File: src/core/lbrk_pkg.sv
// Shared constants, types and register map of the break-capable serial port.
package lbrk_pkg;

    // Register byte offsets on the Avalon-MM slave.
    localparam logic [4:0] OFS_CTRL = 5'h00;
    localparam logic [4:0] OFS_STAT = 5'h04;
    localparam logic [4:0] OFS_TXD = 5'h08;
    localparam logic [4:0] OFS_RXD = 5'h0c;
    localparam logic [4:0] OFS_BAUD = 5'h10;
    localparam logic [4:0] OFS_ISTAT = 5'h14;
    localparam logic [4:0] OFS_IMASK = 5'h18;

    // Status register bit positions.
    localparam int STAT_SHIFT_REGISTER_EMPTY = 0;
    localparam int STAT_TRANSMIT_BUFFER_EMPTY_FLAG = 1;
    localparam int STAT_RECEIVE_DATA_FLAG = 2;
    localparam int STAT_FRAMING_ERROR_FLAG = 3;

    // Interrupt status and mask bit positions.
    localparam int IRQ_W = 4;
    localparam int IRQ_RX = 0;
    localparam int IRQ_TXE = 1;
    localparam int IRQ_BRK = 2;
    localparam int IRQ_FRAMING_ERROR_FLAG = 3;

    // Reset values.
    localparam logic [15:0] BAUD_RESET = 16'h0004;
    localparam logic [IRQ_W-1:0] IMASK_RESET = 4'h0;

    // Oversampling and frame shape.
    localparam logic [3:0] OVS_LAST = 4'hf;
    localparam logic [3:0] OVS_MID = 4'h7;
    localparam logic [3:0] DATA_BITS = 4'h8;
    localparam logic [3:0] BREAK_BITS = 4'hc;

    // Control register; transmit_enable sits in bit 0, rxen in bit 4.
    typedef struct packed {
        logic rxen;
        logic abd;
        logic wake;
        logic send_break_request;
        logic transmit_enable;
    } lbrk_ctrl_type;

    // One received character with its framing result.
    typedef struct packed {
        logic framing_error_flag;
        logic [7:0] data;
    } lbrk_rxchar_type;

    // Transmitter and receiver sequencers.
    typedef enum logic [1:0] {TX_IDLE, TX_START, TX_BITS, TX_STOP}
        lbrk_tx_state_type;
    typedef enum logic [2:0] {RX_IDLE, RX_START, RX_DATA, RX_STOP,
        RX_WAKE_LOW, RX_WAKE_HIGH} lbrk_rx_state_type;

endpackage

File: src/core/lbrk_serial.sv
// Serial port with LIN break transmit and break receive handling.
`timescale 1ns/1ps
module lbrk_serial (
    // Clock and reset
    input wire logic ref_clk,
    input wire logic rst,
    // Avalon-MM slave
    input wire logic [4:0] avs_address,
    input wire logic avs_read,
    input wire logic avs_write,
    input wire logic [3:0] avs_byteenable,
    input wire logic [31:0] avs_writedata,
    output logic [31:0] avs_readdata,
    output logic avs_waitrequest,
    // Serial line
    input wire logic receive_line,
    output logic transmit_line,
    // Interrupt
    output logic irq
);

    // Bus handshake: one wait cycle, then the access commits.
    logic wait_q;
    logic [31:0] rdata_q;
    wire req = avs_read | avs_write;
    wire commit = req & ~wait_q;
    wire be0 = avs_byteenable[0];
    wire be1 = avs_byteenable[1];
    wire sel_ctrl = avs_address == lbrk_pkg::OFS_CTRL;
    wire sel_stat = avs_address == lbrk_pkg::OFS_STAT;
    wire sel_txd = avs_address == lbrk_pkg::OFS_TXD;
    wire sel_rxd = avs_address == lbrk_pkg::OFS_RXD;
    wire sel_baud = avs_address == lbrk_pkg::OFS_BAUD;
    wire sel_istat = avs_address == lbrk_pkg::OFS_ISTAT;
    wire sel_imask = avs_address == lbrk_pkg::OFS_IMASK;
    wire wr = commit & avs_write;
    wire rd = commit & avs_read;

    // Software-visible state.
    lbrk_pkg::lbrk_ctrl_type ctrl_q, ctrl_d;
    logic [15:0] baud_q;
    logic [lbrk_pkg::IRQ_W-1:0] istat_q, imask_q, ev;
    logic irq_q;
    lbrk_pkg::lbrk_rxchar_type rxc_q;
    logic receive_data_flag_q;

    // Transmit holding register and shifter.
    logic [7:0] hold_q;
    logic hold_full_q, hold_brk_q;
    lbrk_pkg::lbrk_tx_state_type tx_st_q;
    logic [7:0] tsh_q;
    logic tsh_brk_q;
    logic [3:0] tcnt_q, tbit_q;
    logic tx_line_q;

    // Receiver.
    logic rx_s1_q, rx_s2_q, rx_prev_q;
    lbrk_pkg::lbrk_rx_state_type rx_st_q;
    logic [3:0] rcnt_q, rbit_q;
    logic [7:0] rsh_q;

    // Baud divider producing the sixteen-times oversampling enable.
    // Comparing at or above the divisor means a divisor lowered below the
    // running count restarts at once instead of waiting for a wrap.
    logic [15:0] bcnt_q;
    wire tick = bcnt_q >= baud_q;

    always_ff @(posedge ref_clk) begin
        if (rst || tick) begin
            bcnt_q <= 16'h0000;
        end else begin
            bcnt_q <= bcnt_q + 16'h0001;
        end
    end

    // Write strobes for the data and control paths.
    wire tx_idle = tx_st_q == lbrk_pkg::TX_IDLE;
    wire brk_busy = hold_brk_q | (~tx_idle & tsh_brk_q);
    // A full holding register refuses the write; software must wait.
    wire tx_wr = wr & sel_txd & be0 & ctrl_q.transmit_enable & ~hold_full_q;
    // Only one break may be outstanding, so a sync byte written while
    // the request bit is still set is sent as an ordinary character.
    wire tx_arm = ctrl_q.send_break_request & ctrl_q.transmit_enable & ~brk_busy;
    wire tx_load = tx_idle & hold_full_q;
    wire bit_end = tick & (tcnt_q == lbrk_pkg::OVS_LAST);
    wire [3:0] nbits = tsh_brk_q ? lbrk_pkg::BREAK_BITS
                                 : lbrk_pkg::DATA_BITS;
    wire tx_stop_end = (tx_st_q == lbrk_pkg::TX_STOP) & bit_end;
    wire brk_done = tx_stop_end & tsh_brk_q;
    // Shifter empty is the same signal for breaks and characters.
    wire shift_register_empty = tx_idle;

    // Receiver events.
    wire rx_fall = rx_prev_q & ~rx_s2_q;
    wire rx_rise = ~rx_prev_q & rx_s2_q;
    wire r_end = tick & (rcnt_q == lbrk_pkg::OVS_LAST);
    wire rx_done = (rx_st_q == lbrk_pkg::RX_STOP) & r_end;
    wire wake_done = (rx_st_q == lbrk_pkg::RX_WAKE_HIGH) & rx_rise;
    wire rx_ev = rx_done | wake_done;
    wire rx_framing_error_flag = ~rx_s2_q;

    // Control register next value: hardware clears first, a software
    // write in the same cycle overrides so a fresh arm is never lost.
    always_comb begin
        ctrl_d = ctrl_q;
        if (brk_done) begin
            ctrl_d.send_break_request = 1'b0;
        end
        if (wake_done) begin
            ctrl_d.wake = 1'b0;
        end
        if (wr && sel_ctrl && be0) begin
            ctrl_d = lbrk_pkg::lbrk_ctrl_type'(avs_writedata[4:0]);
        end
    end

    // Interrupt events.
    always_comb begin
        ev = '0;
        ev[lbrk_pkg::IRQ_RX] = rx_ev;
        ev[lbrk_pkg::IRQ_TXE] = tx_load;
        ev[lbrk_pkg::IRQ_BRK] = brk_done;
        ev[lbrk_pkg::IRQ_FRAMING_ERROR_FLAG] = rx_done & rx_framing_error_flag;
    end

    // Read data selection; unmapped offsets read as zero.
    logic [31:0] rword;
    always_comb begin
        rword = 32'h0000_0000;
        if (sel_ctrl) begin
            rword[4:0] = ctrl_q;
        end
        if (sel_stat) begin
            rword[lbrk_pkg::STAT_SHIFT_REGISTER_EMPTY] = shift_register_empty;
            rword[lbrk_pkg::STAT_TRANSMIT_BUFFER_EMPTY_FLAG] = ~hold_full_q;
            rword[lbrk_pkg::STAT_RECEIVE_DATA_FLAG] = receive_data_flag_q;
            rword[lbrk_pkg::STAT_FRAMING_ERROR_FLAG] = rxc_q.framing_error_flag;
        end
        if (sel_rxd) begin
            rword[7:0] = rxc_q.data;
        end
        if (sel_baud) begin
            rword[15:0] = baud_q;
        end
        if (sel_istat) begin
            rword[lbrk_pkg::IRQ_W-1:0] = istat_q;
        end
        if (sel_imask) begin
            rword[lbrk_pkg::IRQ_W-1:0] = imask_q;
        end
    end

    // Bus handshake and software registers.
    always_ff @(posedge ref_clk) begin
        if (rst) begin
            wait_q <= 1'b1;
            rdata_q <= 32'h0000_0000;
        end else begin
            wait_q <= ~(req & wait_q);
            if (avs_read && wait_q) begin
                rdata_q <= rword;
            end
        end
    end

    always_ff @(posedge ref_clk) begin
        if (rst) begin
            ctrl_q <= '0;
            baud_q <= lbrk_pkg::BAUD_RESET;
            imask_q <= lbrk_pkg::IMASK_RESET;
        end else begin
            ctrl_q <= ctrl_d;
            if (wr && sel_baud && be0) begin
                baud_q[7:0] <= avs_writedata[7:0];
            end
            if (wr && sel_baud && be1) begin
                baud_q[15:8] <= avs_writedata[15:8];
            end
            if (wr && sel_imask && be0) begin
                imask_q <= avs_writedata[lbrk_pkg::IRQ_W-1:0];
            end
        end
    end

    // Sticky status, cleared by a read; a new event wins over the clear.
    always_ff @(posedge ref_clk) begin
        if (rst) begin
            istat_q <= '0;
            irq_q <= 1'b0;
        end else begin
            istat_q <= (istat_q & {lbrk_pkg::IRQ_W{~(rd & sel_istat)}}) | ev;
            irq_q <= |(istat_q & imask_q);
        end
    end

    // Received character and its data flag, cleared by reading it.
    always_ff @(posedge ref_clk) begin
        if (rst) begin
            rxc_q <= '0;
            receive_data_flag_q <= 1'b0;
        end else begin
            if (rx_done) begin
                rxc_q <= {rx_framing_error_flag, rsh_q};
            end else if (wake_done) begin
                rxc_q <= '0;
            end
            receive_data_flag_q <= rx_ev | (receive_data_flag_q & ~(rd & sel_rxd));
        end
    end

    // Holding register: accepts the next byte as soon as the shifter has
    // taken the previous one, including while a break is on the line.
    always_ff @(posedge ref_clk) begin
        if (rst) begin
            hold_q <= 8'h00;
            hold_full_q <= 1'b0;
            hold_brk_q <= 1'b0;
        end else if (tx_wr) begin
            hold_q <= avs_writedata[7:0];
            hold_full_q <= 1'b1;
            hold_brk_q <= tx_arm;
        end else if (tx_load) begin
            hold_full_q <= 1'b0;
            hold_brk_q <= 1'b0;
        end
    end

    // Transmit sequencer; a break shifts twelve zero bits in place of data.
    always_ff @(posedge ref_clk) begin
        if (rst) begin
            tx_st_q <= lbrk_pkg::TX_IDLE;
            tsh_q <= 8'h00;
            tsh_brk_q <= 1'b0;
            tcnt_q <= 4'h0;
            tbit_q <= 4'h0;
        end else begin
            if (tick) begin
                tcnt_q <= tcnt_q + 4'h1;
            end
            unique case (tx_st_q)
                lbrk_pkg::TX_IDLE: begin
                    if (tx_load) begin
                        tsh_q <= hold_brk_q ? 8'h00 : hold_q;
                        tsh_brk_q <= hold_brk_q;
                        tcnt_q <= 4'h0;
                        tbit_q <= 4'h0;
                        tx_st_q <= lbrk_pkg::TX_START;
                    end
                end
                lbrk_pkg::TX_START: begin
                    if (bit_end) begin
                        tx_st_q <= lbrk_pkg::TX_BITS;
                    end
                end
                lbrk_pkg::TX_BITS: begin
                    if (bit_end) begin
                        tsh_q <= {1'b0, tsh_q[7:1]};
                        tbit_q <= tbit_q + 4'h1;
                        if (tbit_q == nbits - 4'h1) begin
                            tx_st_q <= lbrk_pkg::TX_STOP;
                        end
                    end
                end
                lbrk_pkg::TX_STOP: begin
                    if (bit_end) begin
                        tx_st_q <= lbrk_pkg::TX_IDLE;
                    end
                end
            endcase
        end
    end

    // Line level follows the sequencer one clock later; idle is high.
    always_ff @(posedge ref_clk) begin
        if (rst) begin
            tx_line_q <= 1'b1;
        end else begin
            tx_line_q <= (tx_st_q == lbrk_pkg::TX_START) ? 1'b0 :
                         (tx_st_q == lbrk_pkg::TX_BITS) ? tsh_q[0] : 1'b1;
        end
    end

    // Receive pin synchroniser; edges are judged on the second stage only.
    always_ff @(posedge ref_clk) begin
        if (rst) begin
            rx_s1_q <= 1'b1;
            rx_s2_q <= 1'b1;
            rx_prev_q <= 1'b1;
        end else begin
            rx_s1_q <= receive_line;
            rx_s2_q <= rx_s1_q;
            rx_prev_q <= rx_s2_q;
        end
    end

    // Receive sequencer. A break looks like a zero byte with a low stop
    // bit; the receiver then needs a falling edge, so it waits out the
    // long low level before hunting for the next start bit.
    always_ff @(posedge ref_clk) begin
        if (rst) begin
            rx_st_q <= lbrk_pkg::RX_IDLE;
            rcnt_q <= 4'h0;
            rbit_q <= 4'h0;
            rsh_q <= 8'h00;
        end else begin
            if (tick) begin
                rcnt_q <= rcnt_q + 4'h1;
            end
            unique case (rx_st_q)
                lbrk_pkg::RX_IDLE: begin
                    if (ctrl_q.wake) begin
                        rx_st_q <= lbrk_pkg::RX_WAKE_LOW;
                    end else if (ctrl_q.rxen && rx_fall) begin
                        rcnt_q <= 4'h0;
                        rx_st_q <= lbrk_pkg::RX_START;
                    end
                end
                lbrk_pkg::RX_START: begin
                    if (tick && rcnt_q == lbrk_pkg::OVS_MID) begin
                        rcnt_q <= 4'h0;
                        rbit_q <= 4'h0;
                        rx_st_q <= rx_s2_q ? lbrk_pkg::RX_IDLE
                                           : lbrk_pkg::RX_DATA;
                    end
                end
                lbrk_pkg::RX_DATA: begin
                    if (r_end) begin
                        rsh_q <= {rx_s2_q, rsh_q[7:1]};
                        rbit_q <= rbit_q + 4'h1;
                        if (rbit_q == lbrk_pkg::DATA_BITS - 4'h1) begin
                            rx_st_q <= lbrk_pkg::RX_STOP;
                        end
                    end
                end
                lbrk_pkg::RX_STOP: begin
                    if (r_end) begin
                        rx_st_q <= lbrk_pkg::RX_IDLE;
                    end
                end
                lbrk_pkg::RX_WAKE_LOW: begin
                    if (rx_fall) begin
                        rx_st_q <= lbrk_pkg::RX_WAKE_HIGH;
                    end
                end
                lbrk_pkg::RX_WAKE_HIGH: begin
                    if (rx_rise) begin
                        rx_st_q <= lbrk_pkg::RX_IDLE;
                    end
                end
                default: begin
                    rx_st_q <= lbrk_pkg::RX_IDLE;
                end
            endcase
        end
    end

    // Outputs straight from flip-flops.
    assign avs_readdata = rdata_q;
    assign avs_waitrequest = wait_q;
    assign transmit_line = tx_line_q;
    assign irq = irq_q;

endmodule

File: config.mk
export PLATFORM = sky130hd
export DESIGN_NAME = lbrk_serial
export DESIGN_NICKNAME = d
export VERILOG_FILES = /design/src/core/lbrk_pkg.sv /design/src/core/lbrk_serial.sv
export SDC_FILE = /design/constraint.sdc
export NUM_CORES = 1
export LEC_CHECK = 0
export BUFFER_PORTS_ARGS = -buffer_cell sky130_fd_sc_hd__buf_2
export CAP_MARGIN = 20
export CELL_PAD_IN_SITES_DETAIL_PLACEMENT = 1
export CELL_PAD_IN_SITES_GLOBAL_PLACEMENT = 1
export CORE_MARGIN = 5
export CORE_UTILIZATION = 30
export CTS_CLUSTER_SIZE = 8
export DETAILED_ROUTE_END_ITERATION = 8
export GPL_TIMING_DRIVEN = 0
export PLACE_DENSITY_LB_ADDON = 0.1
export SLEW_MARGIN = 15
export SYNTH_ARGS = -nofsm -noshare
export SYNTH_HDL_FRONTEND = slang
export SYNTH_SLANG_ARGS = --single-unit
File: constraint.sdc
create_clock -name ref_clk -period 2.3 [get_ports ref_clk]
set_input_delay 0.46 -clock ref_clk [delete_from_list [all_inputs] [get_ports ref_clk]]
set_output_delay 0.46 -clock ref_clk [all_outputs]
set_load 0.005 [all_outputs]
==> metrics.json <==
{
  "final.setup.tns_ns": -4.52,
  "ffs_w_async_s_r_synth": 0,
  "critPathLaunch": "baud_q[15]",
  "finalNetCount": 863,
  "timing.clock.skew_ns": 0.00981,
  "root_buffer": "sky130_fd_sc_hd__clkbuf_16",
  "setup.worst_path.start_class": "flip-flop",
  "hold_path.startpoint": "receive_line",
  "yosys-top-cells-area": "sky130_fd_sc_hd__dfxtp_1, sky130_fd_sc_hd__mux2i_1, sky130_fd_sc_hd__a21oi_1, sky130_fd_sc_hd__ha_1, sky130_fd_sc_hd__nor2_1",
  "timing.max_cap.violations": 0,
  "synth.avg_cell_area_um2": 8.87,
  "timing.final.hold_violations": 0,
  "yosysMostFrequentCell": "sky130_fd_sc_hd__dfxtp_1",
  "critical_path_fanout_max": 9,
  "vias": 5308,
  "cts.sink_count": 125,
  "drt_wl_total_um": 20000,
  "wl_per_cell_um": 18.7,
  "postRouteAntennaNets": 0,
  "first_global_vias": 5511,
  "final_min_period_over_clock_period": 1.08,
  "grt_overflow": 0,
  "regToRegSetupSlack_ns": -0.19,
  "worst_hold_path.num_cells": 2,
  "synth_cell_types": 67,
  "final-seq-area_mm2": 0.00253,
  "initial_core_util": 0.307,
  "drc": 0,
  "clk_transition_reported_paths_ns": 0.06,
  "timing.hold.ws_ns": 0.222,
  "pin_count": 81,
  "r2r-start": "baud_q[15]",
  "detailroute.wirelength.met2_um": 9400,
  "layout_setup_ws_ns": -0.189,
  "area_growth_syn_to_layout_pct": 34.7,
  "run_status": "complete, but fails checks",
  "io_buffer_count": 45,
  "detailroute.wirelength.met3_um": 566,
  "drt-met1-wl_um": 9760,
  "min-delay-path-class": "in2reg",
  "worst_margin_slew_ns": 1.02,
  "critical_path.endpoint_type": "flip-flop",
  "antenna_found_initial": 1,
  "vdd_drop_max_uv": 523,
  "leading_cell_types_by_count_after_synthesis": "sky130_fd_sc_hd__dfxtp_1, sky130_fd_sc_hd__nor2_1, sky130_fd_sc_hd__a21oi_1, sky130_fd_sc_hd__nand2_1, sky130_fd_sc_hd__mux2i_1",
  "synth_top_area_cell": "sky130_fd_sc_hd__dfxtp_1",
  "grt_pass1_wl_um": 30900,
  "worst_hold_path.endpoint": "rx_s1_q",
  "power_density_mw_per_mm2": 738,
  "firstDrtPassIters": 4,
  "route.detailed.vias_per_inst": 4.96,
  "placement_rows": 51,
  "timing.critical_path.required_ns": 2.59,
  "yosys_warnings": 0,
  "worst_ep_arrival_time_ns": 2.78,
  "gp_routability_congestion": 0.797,
  "gr_util_all_layers": 0.177,
  "shortest_clock_period_the_worst_path_allows_after_layout_ns": 2.49,
  "max_freq_mhz": 402,
  "layout-drive-gt1-share": 0.295,
  "mappedNetlistArea_mm2": 0.00601,
  "timing.final.setup_violations": 39,
  "floorplan.die.height_um": 152,
  "cts-hold-fix-buffers": 0,
  "die-area_mm2": 0.0230,
  "tritoncts": "yes",
  "synth_enable_flop_cells": 0,
  "multiInputGateArea_mm2": 0.00361,
  "sequential_share_of_the_synthesized_area": 0.416,
  "postSynth.topFlopCell": "sky130_fd_sc_hd__dfxtp_1",
  "synth-seq-cells": 125,
  "cts_made_buffers": 17,
  "timing.final.max_slew_violations": 0,
  "synth_cells": 678,
  "relative_slew_slack": 0.321,
  "top_layer": "met4",
  "violations": "setup timing",
  "die_w_um": 152,
  "worstSkewPairLatency_ns": 0.43,
  "r2r_end": "rsh_q[5]",
  "synth_largest_type_area_fraction": 0.416,
  "grt_max_degree": 17,
  "num-fill-cells": 2247,
  "ctsHtreeMaxLevel": 4,
  "worst-setup-path-type": "reg2reg",
  "drt_first_iter_violations": 180,
  "grt_setup_unrepaired": "yes",
  "clock_path_buffers": 2,
  "dp_hpwl_um": 14100,
  "rr_worst_depth": 11,
  "static-leakage-power_uw": 0.00307,
  "core_area_mm2": 0.0196
}
==> state kept, by name, indices dropped and copies added (netlist names), 4 cells and up <==
register,count
baud_q,16
hold_q,8
tsh_q,8
tbit_q,4
rsh_q,8
rbit_q,4
tcnt_q,4
rxc_q,9
istat_q,4
imask_q,4
rcnt_q,4
bcnt_q,16
ctrl_q,5
avs_readdata,16
==> metal layers <==
| metal | vias up | track usage |
|---|---|---|
| li1 | 2600 | - |
| met1 | 2618 | 0.238 |
| met2 | 73 | 0.291 |
| met3 | 17 | 0.0357 |
| met4 | 0 | 0.0431 |
| met5 | - | 0 |
==> cells by family after synthesis <==
group	Yosys count	synth area share
simple gates	252	0.210
other cells	1	0.000624
flops	125	0.416
compound gates	139	0.165
buf+inv	80	0.0670
xor+xnor	20	0.0291
mux	36	0.0599
fa+ha+maj	25	0.0520
==> power by group <==
| group | internal [uW] | switching (uW) |
|---|---|---|
| Sequential | 2250 | 65.7 |
| Combinational | 292 | 437 |
| Clock | 1850 | 1080 |
==> worst max-delay path, stage by stage (launching register included) <==
cell	delay, ns
sky130_fd_sc_hd__dfxtp_2	0.33
sky130_fd_sc_hd__inv_2	0.04
sky130_fd_sc_hd__ha_4	0.26
sky130_fd_sc_hd__nand4_1	0.21
sky130_fd_sc_hd__buf_4	0.21
sky130_fd_sc_hd__o221a_4	0.31
sky130_fd_sc_hd__buf_12	0.15
sky130_fd_sc_hd__a211oi_4	0.24
sky130_fd_sc_hd__buf_6	0.14
sky130_fd_sc_hd__buf_12	0.13
sky130_fd_sc_hd__mux2i_1	0.23
sky130_fd_sc_hd__nor2_1	0.07
==> worst max path at each step <==
| stage | depth (start not counted) | to |
|---|---|---|
| after global routing | 11 | rsh_q[5] |
| after global placement | 9 | istat_q[3] |
| after CTS | 10 | rxc_q[3] |
| final | 11 | rsh_q[5] |
| after detailed placement | 9 | rxc_q[8] |
| after floorplan | 10 | rbit_q[3] |
==> stage by stage <==
step           utilization  instance area, um^2  total power, uW  cells  worst slack, ns
2_1_floorplan            -                 6070             2750    693           0.0433
3_3_place_gp         0.338                 6630             2930   1003           -0.372
3_5_place_dp         0.338                 6630             2950   1003           -0.429
4_1_cts              0.397                 7770             5960   1057           -0.144
5_1_grt              0.413                 8100             6210   1070           -0.291
6_report             0.413                 8100             5980   1070           -0.189
==> layout by cell type, fill, tap and decap left out, types with 18 or more instances in the layout <==
cell type,n
sky130_fd_sc_hd__a21oi_1,49
sky130_fd_sc_hd__buf_2,48
sky130_fd_sc_hd__buf_4,38
sky130_fd_sc_hd__clkbuf_1,27
sky130_fd_sc_hd__clkbuf_16,18
sky130_fd_sc_hd__dfxtp_1,110
sky130_fd_sc_hd__ha_1,19
sky130_fd_sc_hd__inv_1,21
sky130_fd_sc_hd__mux2i_1,35
sky130_fd_sc_hd__nand2_1,51
sky130_fd_sc_hd__nand3_1,24
sky130_fd_sc_hd__nor2_1,76
==> repair_timing <==
item / in CTS / in global routing
pin swaps: 31 / 28
buffers inserted: 24 / 11
gates resized for setup: 70 / 50
setup endpoints to repair: 64 / 63
cloned: 1 / 2
hold endpoints to repair: 0 / 0
==> area by class of cell <==
class                           count  area share
Antenna cell                        1    0.000309
Buffer                             52      0.0391
Clock buffer                       19      0.0547
Clock inverter                     12      0.0230
Inverter                           27      0.0125
Multi-Input combinational cell    489       0.446
Sequential cell                   125       0.312
Tap cell                          265      0.0409
Timing Repair Buffer               80      0.0717
(Power assumes the default switching activity.)
